File: config.mk
export PLATFORM = sky130hd
export DESIGN_NAME = fbpe_host_ctl
export DESIGN_NICKNAME = d
export VERILOG_FILES = /design/src/hdl/fbpe_bus_cycle.v /design/src/hdl/fbpe_host_ctl.v
export VERILOG_INCLUDE_DIRS = /design/src /design/src/hdl
export SDC_FILE = /design/constraint.sdc
export NUM_CORES = 1
export LEC_CHECK = 0
export ABC_AREA = 1
export BUFFER_PORTS_ARGS = -buffer_cell sky130_fd_sc_hd__buf_4
export CELL_PAD_IN_SITES_DETAIL_PLACEMENT = 0
export CELL_PAD_IN_SITES_GLOBAL_PLACEMENT = 1
export CORE_AREA = 2 2 240 242
export CTS_CLUSTER_DIAMETER = 60
export CTS_CLUSTER_SIZE = 16
export DETAILED_ROUTE_END_ITERATION = 12
export DIE_AREA = 0 0 242 244
export GPL_ROUTABILITY_DRIVEN = 0
export PLACE_DENSITY = 0.61
export SLEW_MARGIN = 20
export SYNTH_ARGS = -nofsm -noshare
export SYNTH_HDL_FRONTEND = slang
export SYNTH_SLANG_ARGS = --single-unit
export TNS_END_PERCENT = 20
File: constraint.sdc
create_clock -name clock -period 3.65 [get_ports clock]
set_input_delay 0.1825 -clock clock [delete_from_list [all_inputs] [get_ports clock]]
set_output_delay 0.1825 -clock clock [all_outputs]
set_load 0.1 [all_outputs]
File: src/hdl/fbpe_consts.vh
// constants for the flash command-sequence host controller
// assumes a 50 MHz clock and a word-wide parallel NOR flash on the pins
`ifndef FBPE_CONSTS_VH
`define FBPE_CONSTS_VH

// apb register offsets (byte addresses)
`define FBPE_OFF_CTRL   8'h00
`define FBPE_OFF_ADDR   8'h04
`define FBPE_OFF_COUNT  8'h08
`define FBPE_OFF_DATA   8'h0C
`define FBPE_OFF_STATUS 8'h10
`define FBPE_OFF_RDATA  8'h14

// ctrl fields
`define FBPE_CTRL_CMD   3:0
`define FBPE_CTRL_ACCEL 8
`define FBPE_CTRL_HWRST 9

// host operation codes written to ctrl
`define FBPE_OP_NONE    4'h0
`define FBPE_OP_BUFPROG 4'h1
`define FBPE_OP_CHIPERS 4'h2
`define FBPE_OP_SUSPEND 4'h3
`define FBPE_OP_RESUME  4'h4
`define FBPE_OP_ABORTRS 4'h5
`define FBPE_OP_BYPPROG 4'h6
`define FBPE_OP_READ    4'h7
`define FBPE_OP_RESET   4'h8
`define FBPE_OP_POLL    4'h9

// flash unlock addresses and data, reset and bypass-program commands
`define FBPE_UNLK_A1    23'h000555
`define FBPE_UNLK_A2    23'h0002AA
`define FBPE_UNLK_D1    16'h00AA
`define FBPE_UNLK_D2    16'h0055
`define FBPE_CMD_RESET  16'h00F0
`define FBPE_CMD_BYPPRG 16'h00A0

// status bit positions on the data bus
`define FBPE_ST_POLL    7
`define FBPE_ST_TOGGLE  6
`define FBPE_ST_TMO     5
`define FBPE_ST_ABORT   1

// status register fields
`define FBPE_SR_BUSY    0
`define FBPE_SR_ABORT   1
`define FBPE_SR_TMO     2
`define FBPE_SR_REFUSED 3
`define FBPE_SR_SUSP    4
`define FBPE_SR_LOCKED  5

// timing
`define FBPE_CLK_NS     20
`define FBPE_SUSP_NS    15000
`define FBPE_SUSP_CYC   ((`FBPE_SUSP_NS + `FBPE_CLK_NS - 1) / `FBPE_CLK_NS)

`define FBPE_BUF_WORDS  16
`endif

File: src/hdl/fbpe_bus_cycle.v
// one asynchronous flash bus cycle, write or read, on the flash pins
// assumes start only while idle; dq input arrives from outside the clock
`default_nettype none
module fbpe_bus_cycle #(
  parameter SETUP = 2,
  parameter PULSE = 4,
  parameter HOLD  = 3
) (
  // clock and reset
  input  wire        clock,
  input  wire        reset_n,
  // request
  input  wire        start,
  input  wire        isWrite,
  input  wire [22:0] addrIn,
  input  wire [15:0] dataIn,
  output wire        done,
  output reg  [15:0] rdata_q,
  // flash pins
  output reg  [22:0] flashAddr_q,
  output reg  [15:0] dqOut_q,
  input  wire [15:0] dqIn,
  output reg         dqOe_q,
  output reg         flashCeN_q,
  output reg         flashWeN_q,
  output reg         flashOeN_q
);
  localparam S_IDLE  = 2'd0;
  localparam S_SETUP = 2'd1;
  localparam S_PULSE = 2'd2;
  localparam S_HOLD  = 2'd3;

  reg [1:0]  state_q;
  reg [3:0]  cnt_q;
  reg        wr_q;
  reg [15:0] dqMeta_q;
  reg [15:0] dqSync_q;

  assign done = (state_q == S_HOLD) && (cnt_q == 4'd0);

  always @(posedge clock) begin
    dqMeta_q <= dqIn;
    dqSync_q <= dqMeta_q;
  end

  always @(posedge clock) begin
    if (!reset_n) begin
      state_q     <= S_IDLE;
      cnt_q       <= 4'h0;
      wr_q        <= 1'b0;
      rdata_q     <= 16'h0000;
      flashAddr_q <= 23'h000000;
      dqOut_q     <= 16'h0000;
      dqOe_q      <= 1'b0;
      flashCeN_q  <= 1'b1;
      flashWeN_q  <= 1'b1;
      flashOeN_q  <= 1'b1;
    end else begin
      case (state_q)
        S_IDLE: begin
          if (start) begin
            state_q     <= S_SETUP;
            cnt_q       <= SETUP[3:0] - 4'd1;
            wr_q        <= isWrite;
            flashAddr_q <= addrIn;
            dqOut_q     <= dataIn;
            dqOe_q      <= isWrite;
            flashCeN_q  <= 1'b0;
          end
        end
        S_SETUP: begin
          if (cnt_q == 4'd0) begin
            state_q    <= S_PULSE;
            cnt_q      <= PULSE[3:0] - 4'd1;
            flashWeN_q <= ~wr_q;
            flashOeN_q <= wr_q;
          end else begin
            cnt_q <= cnt_q - 4'd1;
          end
        end
        S_PULSE: begin
          if (cnt_q == 4'd0) begin
            state_q    <= S_HOLD;
            cnt_q      <= HOLD[3:0] - 4'd1;
            flashWeN_q <= 1'b1;
            if (!wr_q) begin
              rdata_q <= dqSync_q;
            end
          end else begin
            cnt_q <= cnt_q - 4'd1;
          end
        end
        default: begin
          // read data is caught before the final hold edge, because done
          // is seen by the caller at that very edge
          if (cnt_q == 4'd0) begin
            state_q    <= S_IDLE;
            dqOe_q     <= 1'b0;
            flashCeN_q <= 1'b1;
            flashOeN_q <= 1'b1;
          end else begin
            cnt_q <= cnt_q - 4'd1;
            if (!wr_q) begin
              rdata_q <= dqSync_q;
            end
          end
        end
      endcase
    end
  end
endmodule // fbpe_bus_cycle
`default_nettype wire

File: src/hdl/fbpe_host_ctl.v
// host controller for a parallel nor flash: buffered and bypass program,
// suspend and resume, chip erase, abort reset, status polling; apb slave
// assumes apb on the same clock and the flash pins wired straight through
`include "fbpe_consts.vh"
`default_nettype none
// Function
// - two unlocks then buffer-load at sector
// - fourth cycle writes sector and count minus one
// - all loads stay in first page
// - confirm at sector after all loads
// - poll last loaded address for status bits
// - after abort, three-cycle abort reset required
// - chip erase is six write cycles
module fbpe_host_ctl #(
  parameter [15:0] CMD_BUFLOAD = 16'h0025,
  parameter [15:0] CMD_CONFIRM = 16'h0029,
  parameter [15:0] CMD_ERSETUP = 16'h0080,
  parameter [15:0] CMD_CHIPERS = 16'h0010,
  parameter [15:0] CMD_SUSPEND = 16'h00B0,
  parameter [15:0] CMD_RESUME  = 16'h0030,
  parameter        SUSP_CYC    = `FBPE_SUSP_CYC
) (
  // clock and reset
  input  wire        clock,
  input  wire        reset_n,
  // apb slave
  input  wire        psel,
  input  wire        penable,
  input  wire        pwrite,
  input  wire [7:0]  paddr,
  input  wire [31:0] pwdata,
  output reg  [31:0] prdata,
  output wire        pready,
  output wire        pslverr,
  // flash pins
  output wire [22:0] flashAddr,
  output wire [15:0] dqOut,
  input  wire [15:0] dqIn,
  output wire        dqOe,
  output wire        flashCeN,
  output wire        flashWeN,
  output wire        flashOeN,
  output wire        flashResetN,
  output wire        protectAccelHighVolt
);
  localparam S_IDLE  = 3'd0;
  localparam S_ISSUE = 3'd1;
  localparam S_WAIT  = 3'd2;
  localparam S_POLLA = 3'd3;
  localparam S_POLLB = 3'd4;
  localparam S_SUSP  = 3'd5;

  reg [15:0] buf_q [0:`FBPE_BUF_WORDS-1];
  reg [3:0]  wrPtr_q;
  reg [2:0]  state_q;
  reg [3:0]  op_q;
  reg [4:0]  step_q;
  reg [22:0] addr_q;
  reg [3:0]  count_q;
  reg [22:0] pollAddr_q;
  reg [15:0] prev_q;
  reg [15:0] rdReg_q;
  reg        accel_q;
  reg        hwRst_q;
  reg        abortSeen_q;
  reg        tmoSeen_q;
  reg        refused_q;
  reg        susp_q;
  reg        locked_q;
  reg [9:0]  suspCnt_q;

  reg        stepWr;
  reg [22:0] stepAddr;
  reg [15:0] stepData;
  reg        busStart;
  reg        busWr;
  reg [22:0] busAddr;
  wire       busDone;
  wire [15:0] busRdata;

  wire apbAcc = psel && penable;
  wire apbWr  = apbAcc && pwrite;
  wire mapped = (paddr[1:0] == 2'b00) && (paddr <= `FBPE_OFF_RDATA);
  wire [3:0] newOp = pwdata[`FBPE_CTRL_CMD];
  wire busy = (state_q != S_IDLE);
  wire [22:0] pageBase = {addr_q[22:4], 4'h0};

  assign pready  = 1'b1;
  assign pslverr = apbAcc && !mapped;
  assign flashResetN = ~hwRst_q;
  assign protectAccelHighVolt = accel_q;

  // last step index of each sequence
  function [4:0] last_step;
    input [3:0] op;
    input [3:0] cnt;
    begin
      case (op)
        `FBPE_OP_BUFPROG: last_step = 5'd5 + {1'b0, cnt};
        `FBPE_OP_CHIPERS: last_step = 5'd5;
        `FBPE_OP_ABORTRS: last_step = 5'd2;
        `FBPE_OP_BYPPROG: last_step = 5'd1;
        default:          last_step = 5'd0;
      endcase
    end
  endfunction

  // opens a program sequence with the standard two unlock cycles
  function [39:0] unlock_step;
    input [4:0] st;
    begin
      if (st == 5'd0)
        unlock_step = {1'b1, `FBPE_UNLK_A1, `FBPE_UNLK_D1};
      else
        unlock_step = {1'b1, `FBPE_UNLK_A2, `FBPE_UNLK_D2};
    end
  endfunction

  always @* begin
    {stepWr, stepAddr, stepData} = {1'b1, addr_q, 16'h0000};
    case (op_q)
      `FBPE_OP_BUFPROG: begin
        if (step_q < 5'd2)
          {stepWr, stepAddr, stepData} = unlock_step(step_q);
        else if (step_q == 5'd2)
          stepData = CMD_BUFLOAD;
        else if (step_q == 5'd3)
          stepData = {12'h000, count_q};
        else if (step_q == 5'd5 + {1'b0, count_q})
          stepData = CMD_CONFIRM;
        else begin
          // loads stay in the page of the first address
          stepAddr = pageBase | {19'h00000, step_q[3:0] - 4'd4};
          stepData = buf_q[step_q[3:0] - 4'd4];
        end
      end
      `FBPE_OP_CHIPERS: begin
        case (step_q)
          5'd0, 5'd3: {stepWr, stepAddr, stepData} = unlock_step(5'd0);
          5'd1, 5'd4: {stepWr, stepAddr, stepData} = unlock_step(5'd1);
          5'd2: {stepAddr, stepData} = {`FBPE_UNLK_A1, CMD_ERSETUP};
          default: {stepAddr, stepData} = {`FBPE_UNLK_A1, CMD_CHIPERS};
        endcase
      end
      `FBPE_OP_ABORTRS: begin
        if (step_q < 5'd2)
          {stepWr, stepAddr, stepData} = unlock_step(step_q);
        else
          {stepAddr, stepData} = {`FBPE_UNLK_A1, `FBPE_CMD_RESET};
      end
      `FBPE_OP_BYPPROG: begin
        if (step_q == 5'd0)
          stepData = `FBPE_CMD_BYPPRG;
        else
          stepData = buf_q[0];
      end
      `FBPE_OP_SUSPEND: stepData = CMD_SUSPEND;
      `FBPE_OP_RESUME:  stepData = CMD_RESUME;
      `FBPE_OP_RESET:   stepData = `FBPE_CMD_RESET;
      default:          stepWr = 1'b0;
    endcase
  end

  always @* begin
    busStart = (state_q == S_ISSUE) || (state_q == S_POLLA);
    busWr    = (state_q == S_ISSUE) && stepWr;
    busAddr  = (state_q == S_POLLA) ? pollAddr_q : stepAddr;
  end

  always @(posedge clock) begin
    if (apbWr && paddr == `FBPE_OFF_DATA) begin
      buf_q[wrPtr_q] <= pwdata[15:0];
    end
  end

  always @(posedge clock) begin
    if (!reset_n) begin
      state_q     <= S_IDLE;
      op_q        <= `FBPE_OP_NONE;
      step_q      <= 5'd0;
      addr_q      <= 23'h000000;
      count_q     <= 4'h0;
      wrPtr_q     <= 4'h0;
      pollAddr_q  <= 23'h000000;
      prev_q      <= 16'h0000;
      rdReg_q     <= 16'h0000;
      accel_q     <= 1'b0;
      hwRst_q     <= 1'b0;
      abortSeen_q <= 1'b0;
      tmoSeen_q   <= 1'b0;
      refused_q   <= 1'b0;
      susp_q      <= 1'b0;
      locked_q    <= 1'b0;
      suspCnt_q   <= 10'h000;
    end else begin
      if (apbWr && paddr == `FBPE_OFF_ADDR && !busy)
        addr_q <= pwdata[22:0];
      if (apbWr && paddr == `FBPE_OFF_COUNT && !busy)
        count_q <= pwdata[3:0];
      if (apbWr && paddr == `FBPE_OFF_DATA)
        wrPtr_q <= wrPtr_q + 4'd1;
      if (apbWr && paddr == `FBPE_OFF_CTRL) begin
        accel_q <= pwdata[`FBPE_CTRL_ACCEL];
        hwRst_q <= pwdata[`FBPE_CTRL_HWRST];
        if (pwdata[`FBPE_CTRL_HWRST]) begin
          susp_q   <= 1'b0;
          locked_q <= 1'b0;
        end
        if (newOp != `FBPE_OP_NONE && !busy) begin
          // after an abort, operations other than abort reset, poll and read are refused until the abort reset or a hardware reset write to ctrl
          if (locked_q && newOp != `FBPE_OP_ABORTRS &&
              newOp != `FBPE_OP_POLL && newOp != `FBPE_OP_READ) begin
            refused_q <= 1'b1;
          end else if (newOp == `FBPE_OP_BYPPROG && !accel_q) begin
            refused_q <= 1'b1;
          end else begin
            refused_q <= 1'b0;
            op_q      <= newOp;
            step_q    <= 5'd0;
            state_q   <= (newOp == `FBPE_OP_POLL) ? S_POLLA : S_ISSUE;
          end
        end
      end
      case (state_q)
        S_IDLE: ;
        S_ISSUE: state_q <= S_WAIT;
        S_WAIT: begin
          if (busDone) begin
            if (step_q != last_step(op_q, count_q)) begin
              step_q  <= step_q + 5'd1;
              state_q <= S_ISSUE;
            end else begin
              state_q <= S_IDLE;
              wrPtr_q <= 4'h0;
              case (op_q)
                `FBPE_OP_BUFPROG:
                  pollAddr_q <= pageBase | {19'h00000, count_q};
                `FBPE_OP_BYPPROG: pollAddr_q <= addr_q;
                `FBPE_OP_CHIPERS: pollAddr_q <= addr_q;
                `FBPE_OP_READ:    rdReg_q <= busRdata;
                `FBPE_OP_ABORTRS: begin
                  locked_q    <= 1'b0;
                  abortSeen_q <= 1'b0;
                end
                `FBPE_OP_RESET:   tmoSeen_q <= 1'b0;
                `FBPE_OP_RESUME:  susp_q <= 1'b0;
                `FBPE_OP_SUSPEND: begin
                  suspCnt_q <= SUSP_CYC[9:0];
                  state_q   <= S_SUSP;
                end
                default: ;
              endcase
            end
          end
        end
        S_POLLA: begin
          state_q <= S_POLLB;
        end
        S_POLLB: begin
          if (busDone) begin
            rdReg_q <= busRdata;
            prev_q  <= busRdata;
            if (step_q == 5'd0) begin
              step_q  <= 5'd1;
              state_q <= S_POLLA;
            end else if (busRdata[`FBPE_ST_TOGGLE] ==
                         prev_q[`FBPE_ST_TOGGLE]) begin
              state_q <= S_IDLE;
            end else if (busRdata[`FBPE_ST_ABORT] &&
                         prev_q[`FBPE_ST_ABORT]) begin
              // both reads must show it: the step from status to array
              // data can look like a toggle with a stray bit set
              abortSeen_q <= 1'b1;
              locked_q    <= 1'b1;
              state_q     <= S_IDLE;
            end else if (busRdata[`FBPE_ST_TMO] &&
                         prev_q[`FBPE_ST_TMO]) begin
              tmoSeen_q <= 1'b1;
              state_q   <= S_IDLE;
            end else begin
              state_q <= S_POLLA;
              step_q  <= 5'd1;
            end
          end
        end
        S_SUSP: begin
          // the device may take the full suspend time before reads are valid
          if (suspCnt_q == 10'h000) begin
            susp_q  <= 1'b1;
            state_q <= S_IDLE;
          end else begin
            suspCnt_q <= suspCnt_q - 10'd1;
          end
        end
        default: state_q <= S_IDLE;
      endcase
    end
  end

  always @* begin
    prdata = 32'h00000000;
    if (apbAcc && !pwrite) begin
      case (paddr)
        `FBPE_OFF_CTRL: begin
          prdata[`FBPE_CTRL_CMD]   = op_q;
          prdata[`FBPE_CTRL_ACCEL] = accel_q;
          prdata[`FBPE_CTRL_HWRST] = hwRst_q;
        end
        `FBPE_OFF_ADDR:  prdata = {9'h000, addr_q};
        `FBPE_OFF_COUNT: prdata = {28'h0000000, count_q};
        `FBPE_OFF_DATA:  prdata = {28'h0000000, wrPtr_q};
        `FBPE_OFF_STATUS: begin
          prdata[`FBPE_SR_BUSY]    = busy;
          prdata[`FBPE_SR_ABORT]   = abortSeen_q;
          prdata[`FBPE_SR_TMO]     = tmoSeen_q;
          prdata[`FBPE_SR_REFUSED] = refused_q;
          prdata[`FBPE_SR_SUSP]    = susp_q;
          prdata[`FBPE_SR_LOCKED]  = locked_q;
          prdata[31:16]            = rdReg_q;
        end
        `FBPE_OFF_RDATA: prdata = {16'h0000, rdReg_q};
        default: prdata = 32'h00000000;
      endcase
    end
  end

  fbpe_bus_cycle u_cycle (
    .clock       (clock),
    .reset_n     (reset_n),
    .start       (busStart),
    .isWrite     (busWr),
    .addrIn      (busAddr),
    .dataIn      (stepData),
    .done        (busDone),
    .rdata_q     (busRdata),
    .flashAddr_q (flashAddr),
    .dqOut_q     (dqOut),
    .dqIn        (dqIn),
    .dqOe_q      (dqOe),
    .flashCeN_q  (flashCeN),
    .flashWeN_q  (flashWeN),
    .flashOeN_q  (flashOeN)
  );
endmodule // fbpe_host_ctl
`default_nettype wire

==> qor.yml <==
outcome: "complete, no violations"
async_flop_share: 0
routedWlPerCell_um: 19.8
grt_pass1_vias: 14898
netlist_area_sq_um: 19500
tns_ns: 0
synthFlopType: "edfxtp_1"
max_freq_mhz: 326
core_area_sq_um: 56200
yosys_warnings: 0
final_max_slew_viol_count: 0
dp_hpwl_mm: 40.7
power_leakage_nw: 8.90
root_buffer: "clkbuf_16"
antenna_found_initial: 0
ys_seq_area_frac: 0.599
final-hold-violation-count: 0
cp_max_fo: 37
vias_per_cell: 5.11
postCtsSetupBuffers: 0
port_buffers: 129
fin_skew_ns: 0.0233
io_pins: 140
vias: 15818
drc_errors: 0
ys_ff_latch: 456
path_clk_slew_ns: 0.07
layout_min_cycle_time_ns: 3.07
grt_first_pass_wirelength_mm: 92.7
setup_viol: 0
synthesis.nets: 2241
nNetsFinal: 2391
cts_made_buffers: 42
utilization: 0.412
worst_ep_required_time_ns: 4.16
drt-total-wl_mm: 61.4
die_x_um: 242
synthToLayoutAreaGrowth_pct: 18.5
row_count: 87
fin_hold_ws_ns: 0.0259
nFillCells: 5645
avgSynthCellArea_sq_um: 9.04
start_util: 0.348
synthCells: 2161
rsz0062_at_grt: "no"
maxCapViolCount: 0
cp-end-kind: "flip-flop"
yosysTopAreaCellShare: 0.394
fin_crit_sh: 0.841
synth_largest_area_cell: "edfxtp_1"
grt_start_max_net_pins: 83
placed_cells: 2983
cts.sinks: 456
cp.arrival_ns: 3.58
vdd_drop_max_mv: 0.431
drt_pre_antenna_iters: 5
critPathLaunchType: "flip-flop"
ys_types: 52
drive_above_1_share: 0.118
power.total_mw: 11.0
die_area_sq_um: 59000
placed_area_sq_um: 21400
synth_edf_count: 256
min_path_type: "input pin to flip-flop"
ys_top_cells_by_area: "edfxtp_1 (39%), dfxtp_1 (20%), nand2_1 (8.4%)"
worstMarginPinSlew_ns: 0.806
drtAntennaViolNets: 0
overflow: 0
max-clock-path-buffers: 3
maxSlewHeadroom: 0.462
final_cell_area_sq_um: 23100
cts_tree: "yes"
die_h_um: 244
p_per_area_nw_per_um2: 475
dr.first_iter.drc_count: 1291
finalNonFillerCells: 3098
track_usage: 0.204
r2r_slack_ns: 0.58
critical_path_class: "flip-flop to flip-flop"
pre_cts_ws_ns: 0.214
antenna_cells: 0
cts_max_level: 2
setup_slack_ns: 0.580
clkLatencyLatePin_ns: 0.58
==> state kept, by name, indices dropped and copies added (netlist names), 2 cells and up <==
register and count:
u_cycle.rdata_q 16, state_q 3, u_cycle.dqOut_q 16, pollAddr_q 23, wrPtr_q 4, u_cycle.dqMeta_q 16, u_cycle.cnt_q 4, step_q 5
count_q 4, suspCnt_q 10, u_cycle.flashAddr_q 23, u_cycle.state_q 2, buf_q 256, prev_q 3, u_cycle.dqSync_q 16, rdReg_q 16
addr_q 23, op_q 4
==> synthesized netlist by cell type, types with 3 or more instances <==
cell,count
nand4_1,26
nor2_4,5
xor2_1,6
edfxtp_1,256
a41oi_1,5
buf_1,13
o22ai_1,15
a21oi_1,133
buf_4,3
a211oi_1,8
clkinv_1,5
a31oi_1,5
buf_2,11
nor2_2,3
o211ai_1,24
nor3_2,3
dfxtp_1,200
clkbuf_1,76
nor2_1,281
nand3_1,210
inv_1,133
nand2_2,4
buf_6,3
or2_2,3
nor3_1,38
inv_2,7
ha_1,19
nand2_1,435
o21ai_0,204
==> layer usage <==
layer | global-route usage | vias to the layer above | part of all wire
li1 | - | 7693 | -
met1 | 0.298 | 7664 | 0.48
met2 | 0.318 | 389 | 0.45
met3 | 0.0285 | 72 | 0.048
met4 | 0.0514 | 0 | 0.020
met5 | 0 | - | 0
==> kinds of logic after synthesis <==
| logic type | after synthesis | share of synthesized area |
|---|---|---|
| and+or+nand+nor | 1016 | 0.221 |
| DFF | 456 | 0.599 |
| AOI/OAI and AO/OA | 409 | 0.114 |
| buffers and inverters | 253 | 0.0512 |
| adders and majority gates | 19 | 0.0122 |
| xor gates and xnor gates | 7 | 0.00314 |
| other | 1 | 0.000192 |
==> final timing paths <==
| check | to | startpoint | depth (start not counted) |
|---|---|---|---|
| min reg2reg | u_cycle.dqSync_q[11]$_DFF_P_ | u_cycle.dqMeta_q[11]$_DFF_P_ | 0 |
| max reg2reg | u_cycle.dqOut_q[6]$_SDFFE_PN0P_ | step_q[0]$_SDFF_PN0_ | 10 |
| min | wrPtr_q[0]$_SDFF_PN0_ | pwrite | 4 |
| max | u_cycle.dqOut_q[6]$_SDFFE_PN0P_ | step_q[0]$_SDFF_PN0_ | 10 |
==> layout by cell type (no fill, tap or decap), types with 7 or more instances in the layout <==
| cell | count |
|---|---|
| edfxtp_1 | 256 |
| a211oi_1 | 8 |
| dlygate4sd3_1 | 40 |
| a21oi_1 | 133 |
| nand4_1 | 26 |
| nor2_1 | 281 |
| nand3_1 | 210 |
| dfxtp_1 | 198 |
| clkbuf_16 | 44 |
| o21ai_0 | 204 |
| inv_1 | 132 |
| ha_1 | 19 |
| nand2_1 | 435 |
| o211ai_1 | 24 |
| buf_4 | 171 |
| clkinv_1 | 7 |
| o22ai_1 | 15 |
| nor3_1 | 37 |
| clkbuf_1 | 7 |
==> layout make-up <==
type / count / area (sq um) / area share
clock buffers: 54 / 1170 / 0.0505
clock inverters: 21 / 203 / 0.00876
inverters: 146 / 552 / 0.0238
multi-input cells: 1452 / 6850 / 0.296
flip-flops and latches: 456 / 11700 / 0.505
well taps: 756 / 946 / 0.0409
repair buffers: 213 / 1720 / 0.0745
==> report_power, final <==
part	internal (mW)	switching, mW	leakage (nW)
Combinational	0.283	0.628	4.32
Clock	2.39	2.06	0.652
Sequential	5.55	0.0749	3.93
Total	8.22	2.76	8.90
==> worst max-delay path, stage by stage, from the launching register on <==
cell and delay, ns:
dfxtp_4 0.65, inv_4 0.24, ha_1 0.29, nand2_1 0.22
inv_1 0.18, nor2_1 0.40, clkinv_1 0.41, o2111a_1 0.36
nand2_1 0.06, nand2_1 0.05, a21oi_1 0.13
==> repair_timing <==
item                       CTS  global route
hold endpoints to repair   267             0
gates resized for setup      0             1
setup endpoints to repair    0             3
hold buffers                40             0
No activity file was read; power rests on OpenSTA's default activity.
